**src/core/thermal_monitor_pkg.sv**
```systemverilog
package thermal_monitor_pkg;

	localparam int CLK_MHZ = 250;

	// Comparator debounce, both directions.
	localparam int  DEBOUNCE_US  = 10;
	localparam int  DEBOUNCE_CYC = DEBOUNCE_US * CLK_MHZ;

	// Duty-cycled sampling window and repeat interval.
	localparam int  WINDOW_US    = 450;
	localparam int  WINDOW_CYC   = WINDOW_US * CLK_MHZ;
	localparam real INTERVAL_MS  = 3.0;
	localparam int  INTERVAL_CYC = int'(INTERVAL_MS * 1000.0 * CLK_MHZ);

	localparam int NUM_WARN = 6;
	localparam int NUM_CMP  = 2 * NUM_WARN + 2;
	localparam int NUM_EVT  = NUM_WARN + 1;

	// Register byte offsets.
	localparam logic [11:0] CTRL_OFS   = 12'h000;
	localparam logic [11:0] STATUS_OFS = 12'h004;
	localparam logic [11:0] MASK_OFS   = 12'h008;
	localparam logic [11:0] SENSE_OFS  = 12'h00c;

	// Field positions.
	localparam int CTRL_EN_BIT     = 0;
	localparam int CTRL_AON_BIT    = 1;
	localparam int EVT_SD_BIT      = 6;
	localparam int SENSE_SD_BIT    = 6;
	localparam int SENSE_POWER_BIT = 7;

	// Reset values.
	localparam logic        EN_RST   = 1'b1;
	localparam logic        AON_RST  = 1'b0;
	localparam logic [6:0]  MASK_RST = 7'h7f;

	typedef struct packed {
		logic [NUM_WARN-1:0] warn_trip;
		logic [NUM_WARN-1:0] warn_release;
		logic                sd_trip;
		logic                sd_release;
	} comparator_s;

	typedef struct packed {
		logic [11:0] cnt;
		logic        level;
	} debounce_state_s;

	typedef struct packed {
		logic [19:0] cnt;
		logic        power;
	} sampler_state_s;

	typedef struct packed {
		logic [NUM_CMP-1:0]  sync1;
		logic [NUM_CMP-1:0]  sync2;
		logic                en;
		logic                aon;
		logic [NUM_EVT-1:0]  flag;
		logic [NUM_EVT-1:0]  mask;
		logic [NUM_WARN-1:0] sense;
		logic                sd;
		logic [31:0]         prdata;
		logic                pready;
		logic                pslverr;
		logic                irq_n;
	} monitor_state_s;

endpackage

```
**src/core/comparator_debounce.sv**
```systemverilog
`timescale 1ns/1ps
module comparator_debounce
	import thermal_monitor_pkg::*;
#(
	parameter int DB_CYCLES = DEBOUNCE_CYC
) (
	input  wire logic pclk,
	input  wire logic presetn,
	input  wire logic run,
	input  wire logic raw,
	output logic      level
);

	initial begin
		if (DB_CYCLES < 1 || DB_CYCLES > 4095) begin
			$error("DB_CYCLES out of range");
		end
	end

	localparam logic [11:0] LAST = 12'(DB_CYCLES - 1);

	debounce_state_s s_q;
	debounce_state_s s_d;

	// A change is taken only after it has stood for the full count; any bounce restarts it.
	always_comb begin
		s_d = s_q;
		if (!run) begin
			s_d.cnt = 12'h000;
		end else if (raw == s_q.level) begin
			s_d.cnt = 12'h000;
		end else if (s_q.cnt == LAST) begin
			s_d.cnt   = 12'h000;
			s_d.level = raw;
		end else begin
			s_d.cnt = s_q.cnt + 12'h001;
		end
	end

	always_ff @(posedge pclk or negedge presetn) begin
		if (!presetn) begin
			s_q <= '0;
		end else begin
			s_q <= s_d;
		end
	end

	assign level = s_q.level;

endmodule

```
**src/core/sample_scheduler.sv**
```systemverilog
`timescale 1ns/1ps
module sample_scheduler
	import thermal_monitor_pkg::*;
#(
	parameter int WIN_CYCLES = WINDOW_CYC,
	parameter int INT_CYCLES = INTERVAL_CYC
) (
	input  wire logic pclk,
	input  wire logic presetn,
	input  wire logic enable,
	input  wire logic always_on,
	input  wire logic standby,
	output logic      power_on
);

	initial begin
		if (WIN_CYCLES < 1 || WIN_CYCLES >= INT_CYCLES || INT_CYCLES > 1048576) begin
			$error("sampling window or interval out of range");
		end
	end

	localparam logic [19:0] WIN  = 20'(WIN_CYCLES);
	localparam logic [19:0] LAST = 20'(INT_CYCLES - 1);

	sampler_state_s s_q;
	sampler_state_s s_d;

	always_comb begin
		s_d = s_q;
		if (!enable) begin
			s_d.cnt   = 20'h00000;
			s_d.power = 1'b0;
		end else begin
			if (s_q.cnt == LAST) begin
				s_d.cnt = 20'h00000;
			end else begin
				s_d.cnt = s_q.cnt + 20'h00001;
			end
			if (always_on && !standby) begin
				s_d.power = 1'b1;
			end else begin
				s_d.power = (s_d.cnt < WIN);
			end
		end
	end

	always_ff @(posedge pclk or negedge presetn) begin
		if (!presetn) begin
			s_q <= '0;
		end else begin
			s_q <= s_d;
		end
	end

	assign power_on = s_q.power;

endmodule

```
**src/core/thermal_monitor_control.sv**
```systemverilog
`timescale 1ns/1ps
module thermal_monitor_control
	import thermal_monitor_pkg::*;
#(
	parameter int DB_CYCLES  = DEBOUNCE_CYC,
	parameter int WIN_CYCLES = WINDOW_CYC,
	parameter int INT_CYCLES = INTERVAL_CYC
) (
	input  wire logic        pclk,
	input  wire logic        presetn,
	input  wire logic        psel,
	input  wire logic        penable,
	input  wire logic        pwrite,
	input  wire logic [11:0] paddr,
	input  wire logic [31:0] pwdata,
	output logic [31:0]      prdata,
	output logic             pready,
	output logic             pslverr,
	input  wire comparator_s centre_cmp,
	input  wire logic        standby_state,
	output logic             interrupt_out_n,
	output logic             thermal_shutdown_req,
	output logic             monitor_power_on
);

	localparam monitor_state_s RESET_STATE = '{
		sync1:   '0,
		sync2:   '0,
		en:      EN_RST,
		aon:     AON_RST,
		flag:    '0,
		mask:    MASK_RST,
		sense:   '0,
		sd:      1'b0,
		prdata:  32'h00000000,
		pready:  1'b0,
		pslverr: 1'b0,
		irq_n:   1'b1
	};

	monitor_state_s      s_q;
	monitor_state_s      s_d;
	logic [NUM_CMP-1:0]  db_level;
	logic                active;
	logic                setup_phase;
	logic                access_phase;
	logic                hit_ctrl;
	logic                hit_status;
	logic                hit_mask;
	logic                hit_sense;
	logic                hit_any;
	logic [NUM_WARN-1:0] warn_trip_db;
	logic [NUM_WARN-1:0] warn_release_db;
	logic                sd_trip_db;
	logic                sd_release_db;
	logic [NUM_EVT-1:0]  event_set;
	logic [31:0]         read_word;

	// Comparators are analog and asynchronous: each goes through two flops, then a debouncer.
	generate
		for (genvar i = 0; i < NUM_CMP; i++) begin : g_db
			comparator_debounce #(
				.DB_CYCLES (DB_CYCLES)
			) u_db (
				.pclk    (pclk),
				.presetn (presetn),
				.run     (active),
				.raw     (s_q.sync2[i]),
				.level   (db_level[i])
			);
		end
	endgenerate

	sample_scheduler #(
		.WIN_CYCLES (WIN_CYCLES),
		.INT_CYCLES (INT_CYCLES)
	) u_sched (
		.pclk      (pclk),
		.presetn   (presetn),
		.enable    (s_q.en),
		.always_on (s_q.aon),
		.standby   (standby_state),
		.power_on  (monitor_power_on)
	);

	// Comparators only mean something while enabled and powered.
	assign active = s_q.en & monitor_power_on;

	assign warn_trip_db    = db_level[NUM_CMP-1 -: NUM_WARN];
	assign warn_release_db = db_level[NUM_CMP-1-NUM_WARN -: NUM_WARN];
	assign sd_trip_db      = db_level[1];
	assign sd_release_db   = db_level[0];

	assign setup_phase  = psel & ~penable;
	assign access_phase = psel & penable & s_q.pready;

	assign hit_ctrl   = (paddr == CTRL_OFS);
	assign hit_status = (paddr == STATUS_OFS);
	assign hit_mask   = (paddr == MASK_OFS);
	assign hit_sense  = (paddr == SENSE_OFS);
	assign hit_any    = hit_ctrl | hit_status | hit_mask | hit_sense;

	always_comb begin
		read_word = 32'h00000000;
		if (hit_ctrl) begin
			read_word[CTRL_EN_BIT]  = s_q.en;
			read_word[CTRL_AON_BIT] = s_q.aon;
		end else if (hit_status) begin
			read_word[NUM_EVT-1:0] = s_q.flag;
		end else if (hit_mask) begin
			read_word[NUM_EVT-1:0] = s_q.mask;
		end else if (hit_sense) begin
			read_word[NUM_WARN-1:0]   = s_q.sense;
			read_word[SENSE_SD_BIT]    = s_q.sd;
			read_word[SENSE_POWER_BIT] = monitor_power_on;
		end
	end

	always_comb begin
		s_d = s_q;
		event_set = '0;

		// Only the die-centre comparator set is wired in.
		s_d.sync1 = centre_cmp;
		s_d.sync2 = s_q.sync1;

		// Sense sets on the threshold comparator, releases on the one 5 C below.
		for (int i = 0; i < NUM_WARN; i++) begin
			if (active) begin
				if (warn_trip_db[i]) begin
					s_d.sense[i] = 1'b1;
				end else if (!warn_release_db[i]) begin
					s_d.sense[i] = 1'b0;
				end
			end
		end

		// Shutdown latches until the comparator 15 C below the trip point drops.
		if (active) begin
			if (sd_trip_db) begin
				s_d.sd = 1'b1;
			end else if (!sd_release_db) begin
				s_d.sd = 1'b0;
			end
		end

		event_set[NUM_WARN-1:0] = s_d.sense & ~s_q.sense & {NUM_WARN{active}};
		event_set[EVT_SD_BIT]   = s_d.sd & ~s_q.sd;

		// No wait state: the answer is prepared in setup and presented in the first access cycle.
		if (setup_phase) begin
			s_d.pready  = 1'b1;
			s_d.prdata  = pwrite ? 32'h00000000 : read_word;
			s_d.pslverr = ~hit_any;
		end else if (access_phase) begin
			s_d.pready  = 1'b0;
			s_d.prdata  = 32'h00000000;
			s_d.pslverr = 1'b0;
			if (pwrite) begin
				if (hit_ctrl) begin
					s_d.en  = pwdata[CTRL_EN_BIT];
					s_d.aon = pwdata[CTRL_AON_BIT];
				end
				if (hit_status) begin
					s_d.flag = s_q.flag & ~pwdata[NUM_EVT-1:0];
				end
				if (hit_mask) begin
					s_d.mask = pwdata[NUM_EVT-1:0];
				end
			end
		end

		// A new event beats a clear in the same cycle.
		s_d.flag = s_d.flag | event_set;

		s_d.irq_n = ~|(s_d.flag & ~s_d.mask);
	end

	always_ff @(posedge pclk or negedge presetn) begin
		if (!presetn) begin
			s_q <= RESET_STATE;
		end else begin
			s_q <= s_d;
		end
	end

	assign prdata               = s_q.prdata;
	assign pready               = s_q.pready;
	assign pslverr              = s_q.pslverr;
	assign interrupt_out_n      = s_q.irq_n;
	assign thermal_shutdown_req = s_q.sd;

endmodule

```
**config.mk**
```make
export PLATFORM = sky130hd
export DESIGN_NAME = thermal_monitor_control
export DESIGN_NICKNAME = d
export VERILOG_FILES = /design/src/core/thermal_monitor_pkg.sv /design/src/core/comparator_debounce.sv /design/src/core/sample_scheduler.sv /design/src/core/thermal_monitor_control.sv
export SDC_FILE = /design/constraint.sdc
export NUM_CORES = 1
export LEC_CHECK = 0
export BUFFER_PORTS_ARGS = -buffer_cell sky130_fd_sc_hd__buf_2
export CELL_PAD_IN_SITES_DETAIL_PLACEMENT = 1
export CELL_PAD_IN_SITES_GLOBAL_PLACEMENT = 1
export CORE_AREA = 2 2 166 168
export DETAILED_ROUTE_END_ITERATION = 8
export DIE_AREA = 0 0 168 170
export PLACE_DENSITY_LB_ADDON = 0.1
export SYNTH_ARGS = -nofsm -noshare
export SYNTH_HDL_FRONTEND = slang
export SYNTH_SLANG_ARGS = --single-unit
```
**constraint.sdc**
```tcl
create_clock -name pclk -period 2.7 [get_ports pclk]
set_clock_uncertainty 0.15 [all_clocks]
set_input_delay 0.405 -clock pclk [delete_from_list [all_inputs] [get_ports pclk]]
set_output_delay 0.405 -clock pclk [all_outputs]
set_load 0.01 [all_outputs]
```
Word-level counts from Yosys, hierarchy flattened

Cells that the tools add are included.

Input port bits: 64
Memories kept: 0
Bits in latches: 0
ROM bits: 0
Register bits: 289
RAM bits: 0
Word-level logic and storage cells: 227

Eq/ne operators: 32
Muxes and demuxes: 82
Bitwise gates (word level): 34
Shift operators: 0
Reductions and logical operators: 21
$mul: 0
Add/sub/neg operators: 15
Order comparisons: 1
Div/mod/pow operators: 0

Operators by type and width:

| kind                                                                           | number |
|---|---|
| 12-bit two-way mux                                                             | 42 |
| 12-bit by 1-bit adder with 12-bit output, second input constant                | 14 |
| 12-bit equality test, second input constant                                    | 14 |
| 34-bit two-way mux                                                             | 2 |
| 14-bit two-way mux                                                             | 3 |
| 3-bit AND reduction                                                            | 14 |
| 20-bit two-way mux                                                             | 2 |
| 7-bit two-way mux                                                              | 4 |
| 12-bit by 4-bit equality test with 1-bit output, second input constant         | 2 |
| 1-bit two-way mux                                                              | 24 |
| 21-bit two-way mux                                                             | 1 |
| 20-bit by 1-bit adder with 20-bit output, second input constant                | 1 |
| 20-bit equality test, second input constant                                    | 1 |
| 20-bit by 17-bit less-than comparator with 1-bit output, second input constant | 1 |
| 1-bit inverter                                                                 | 18 |
| 8-bit two-way mux                                                              | 2 |
| 7-bit AND                                                                      | 2 |
| 1-bit equality test                                                            | 14 |
| 7-bit inverter                                                                 | 2 |
| 6-bit AND                                                                      | 2 |
| 12-bit by 3-bit equality test with 1-bit output, second input constant         | 1 |
| 12-bit zero test                                                               | 1 |
| 7-bit bitwise OR                                                               | 1 |
| 7-bit OR reduction                                                             | 1 |
| 9 further kinds                                                                | 16 |

Longest topological paths before layout

Depth in word-level cells: 10
Gate-level depth with buffers: 8
Mapped depth without buffers: 7

Hierarchy

A second synthesis with hierarchy kept.

Cell total of the unflattened synthesis: 1196
Area total of the unflattened synthesis: 12923.6 sq um

Modules (own cells, without submodules):

| module                                 | instances | area each (sq um) | sequential area each (sq um) | cells each |
|---|---|---|---|---|
| comparator_debounce (g_db[0].u_db ...) | 13        | 641.9             | 325.3                        | 59 |
| thermal_monitor_control                | 1         | 2617.5            | 1562.7                       | 223 |
| sample_scheduler                       | 1         | 1315.0            | 525.5                        | 143 |
| comparator_debounce (g_db[3].u_db)     | 1         | 646.9             | 325.3                        | 63 |

Worst setup path before layout

Ideal clock, no wire load.

Path kind: reg-to-reg
Start: register u_sched.s_q[1] (netlist name)
End: register u_sched.s_q, in the netlist u_sched.power_on
Setup slack: 0.459 ns
Required time: 2.419 ns
Cell stages (with the launch flop): 8
Arrival: 1.961 ns
Cells stage by stage: dfrtp_1 > ha_1 > and4b_1 > and4b_1 > a21oi_1 > or3b_1 > a2111oi_2 > nor3_1

RTL lines:

| what                   | line                   | text |
|---|---|---|
| from (decl)            | sample_scheduler.sv:25 | `sampler_state_s s_q;` |
| from (signal assigned) | sample_scheduler.sv:49 | `s_q <= '0;` |
| from (signal assigned) | sample_scheduler.sv:51 | `s_q <= s_d;` |

==> impl_results.md <==
- Worst-Skew Late Latency: 0.55 ns
- Clk sinks: roughly 270
- Final #Nets: 1388
- Max-slew headroom at the worst pin: 53.9%
- # setup viols final: 0
- First-pass GRT wire length: around 46000 um
- Final Cycle Share: about nine tenths
- Die Height: roughly 170 um
- Final Cell Area: between 10000 and 15000 sq um
- Worst-Margin Slew: 0.687 ns
- PortBufs: 51
- Cell Pwr Density: 615 nW/um^2
- Top_reg_cell synth: dfrtp_1
- Arr. time, crit path: 2.73 ns
- Post-CTS sizing: 0
- Most frequent CP cell: and4b_1
- Total Routing Usage GR: 19.6%
- Synth async-reset ratio: between 90% and 100%
- Vias: 8800
- Layout area overhead: 15.6%
- DR WL met2: 13100 um
- PnR Total Power: 8.81 mW
- Status: complete, no violations
- Syn Area/Cell: roughly 10 sq um
- Vias in the first global route: 9374
- Core Rows: 60
- Met3 wire length: 771 um
- Max layer used: met4
- WP data required: 2.98 ns
- Wirelength per Cell: 16.2 um
- Minimum clock period: 2.45 ns
- Worst-path cell chain: ha_1 -> and4b_1 -> and4b_1 -> a21oi_1 -> or3b_1 -> a2111oi_2 -> nor3_1
- Initial antenna violation count: 1
- Drt drc: 0
- Yosys reg bits: 265
- CTS clk-pin slew, worst paths: 0.06 ns
- Final core utilization: 53.8%
- Worst hold slack: between 0.06 and 0.07 ns
- Die X: 168 um
- CTS tree: built
- Initial Util: a little under half
- Initial drt markers: 370
- Delay of the slowest cell on the worst path: 0.43 ns
- Crit path max-delay family: simple AND/OR/NAND/NOR gates
- Startpoint types: register
- DR pass1 iterations: 4
- Number of top-level pins: 101
- Leakage: 6.36 nW
- Vias per cell: 5.26
- Final Hold Viols: 0
- Die ar.: 28600 sq um
- H-tree depth: 1
- Synth warn: 0
- Grt ovf: 0
- Max-Cap Viols: 0
- Reg-to-reg slack, setup: 0.25 ns
- Largest net degree at the start of global routing: 60
- Register area share after synthesis: 53.6%
- Final Wtd Congestion: 0.783
- Antenna Nets Post-Route: 0
- Count of flip-flops with a built-in enable after synthesis: 0
- Slowest-stage cell, CP: dfrtp_1
- Total core area: 26700 sq um
- CTS Buf Count: 30
- WP buf/inv: 0
- Final setup TNS: 0 ns
- Hold Crit Class: input pin to register
- Peak VDD IR: 0.535 mV
- Placed inst area: roughly 13000 sq um
- Worst Path Max Fanout: 7
- Synth unique cells: 57
- Pins Over Slew Limit: 0
- Post-synthesis cell count: ~1200
- RSZ-0062 raised after global routing: no
- M1 WL: 12900 um
- Achievable Freq: about 0.41 GHz
- DPL Wire Length: 18200 um
- Worst setup path class: register to register
- Clk buf depth: 3
- Post-Route WL: roughly 27000 um
- Netlist Area Pre-Place: between 10000 and 15000 sq um
- Crit path capture type: register
- Root Driver: clkbuf_16
- Layout cells sized above 1: roughly an eighth
==> Yosys cell counts, types with 6 or more instances <==
master    instances  area share (%)
a21o_1            9            0.55
a22oi_1           7            0.42
and3_1           47             2.4
and4_1            7            0.49
buf_2             6            0.24
buf_4            33             2.0
clkbuf_1         27            0.82
dfrtp_1         256              52
dfstp_2           9             1.9
ha_1             15             1.5
inv_1            33             1.0
mux2_2           21             1.9
nand2_1         105             3.2
nand3_1          90             3.6
nand4_1          21             1.1
nor2_1          235             7.1
nor2b_1           6            0.30
nor4_1           20             1.0
nor4bb_1         14             1.1
o21ai_0          24            0.97
or3_1            16            0.81
xnor2_1          66             4.7
xor2_1          106             7.5
==> tightest hold or removal path, cell delays in order <==
cell,delay (ns)
buf_2,0.10
inv_1,0.06
nand2_1,0.07
o21ai_0,0.08
==> cells in the final DEF (no fill, tap or decap), drive strengths merged, types with 9 or more instances in the layout <==
cell	n
dfrtp	256
nor2	235
xor2	106
nand2	105
nand3	91
buf	68
xnor2	66
and3	47
clkbuf	39
inv	33
o21ai	25
conb	24
dlygate4sd3	23
nand4	22
nor4	22
mux2	21
or3	16
ha	15
nor4bb	14
a21o	9
dfstp	9
clkinv	9
==> repair_timing <==
item | 4_1_cts | 5_1_grt
hold buffers | 23 | 0
buffers inserted | 0 | 0
endpoints found under the hold margin | 79 | 0
==> stage by stage <==
step           cells  worst slack (ns)
5_1_grt         1674            0.0879
3_5_place_dp    1595             0.191
3_3_place_gp    1595             0.257
4_1_cts         1673             0.234
6_report        1674             0.245
2_1_floorplan   1254             0.459
==> layout make-up <==
| cell class | instances | area, sq um |
|---|---|---|
| clock buffer | 39 | 876 |
| sequential | 265 | 6640 |
| antenna | 1 | 2.50 |
| timing repair buffer | 91 | 673 |
| inverter | 33 | 124 |
| multi-input combinational | 888 | 5320 |
| tap | 341 | 427 |
| fill | 2914 | 12300 |
| clock inverter | 16 | 259 |
==> state kept, by name, summed over array words and instances (netlist names) <==
signal / count
g_db.u_db.level: 14
s_q: 36
pslverr: 1
u_sched.power_on: 1
g_db.u_db.s_q: 168
u_sched.s_q: 20
pready: 1
s_d: 14
interrupt_out_n: 1
prdata: 8
thermal_shutdown_req: 1
==> cells by family after synthesis <==
logic type / Yosys count / synth area share [%]
xor+xnor: 172 / 12.2
compound gates: 69 / 3.75
other cells: 1 / 0.0303
flops: 265 / 53.6
mux: 23 / 2.07
fa+ha+maj: 15 / 1.51
simple gates: 585 / 22.7
buf+inv: 101 / 4.13
==> worst paths after layout <==
check                                          from  depth (start not counted)                              to
max                        u_sched.s_q[1]$_DFF_PN0_                          7      u_sched.power_on$_DFF_PN0_
min                                         penable                          4              pready$_DFFE_PN0P_
max reg2reg                u_sched.s_q[1]$_DFF_PN0_                          7      u_sched.power_on$_DFF_PN0_
min reg2reg                       s_d[71]$_DFF_PN0_                          0               s_q[71]$_DFF_PN0_
max in group asynchronous                   presetn                          3   g_db[3].u_db.s_q[1]$_DFF_PN0_
min in group asynchronous                   presetn                          2  g_db[4].u_db.s_q[10]$_DFF_PN0_
==> metal layers <==
| metal | track usage [%] | vias up |
|---|---|---|
| met5 | 0 | - |
| li1 | - | 4235 |
| met4 | 4.54 | 0 |
| met2 | 33.4 | 119 |
| met1 | 26.7 | 4412 |
| met3 | 2.70 | 34 |
==> where the power goes <==
group	total, mW	switching [mW]	internal (mW)
clock network	4.59	1.65	2.94
registers	4.01	0.0141	4.00
logic	0.216	0.141	0.0746
Power figures use the tool's default switching activity.
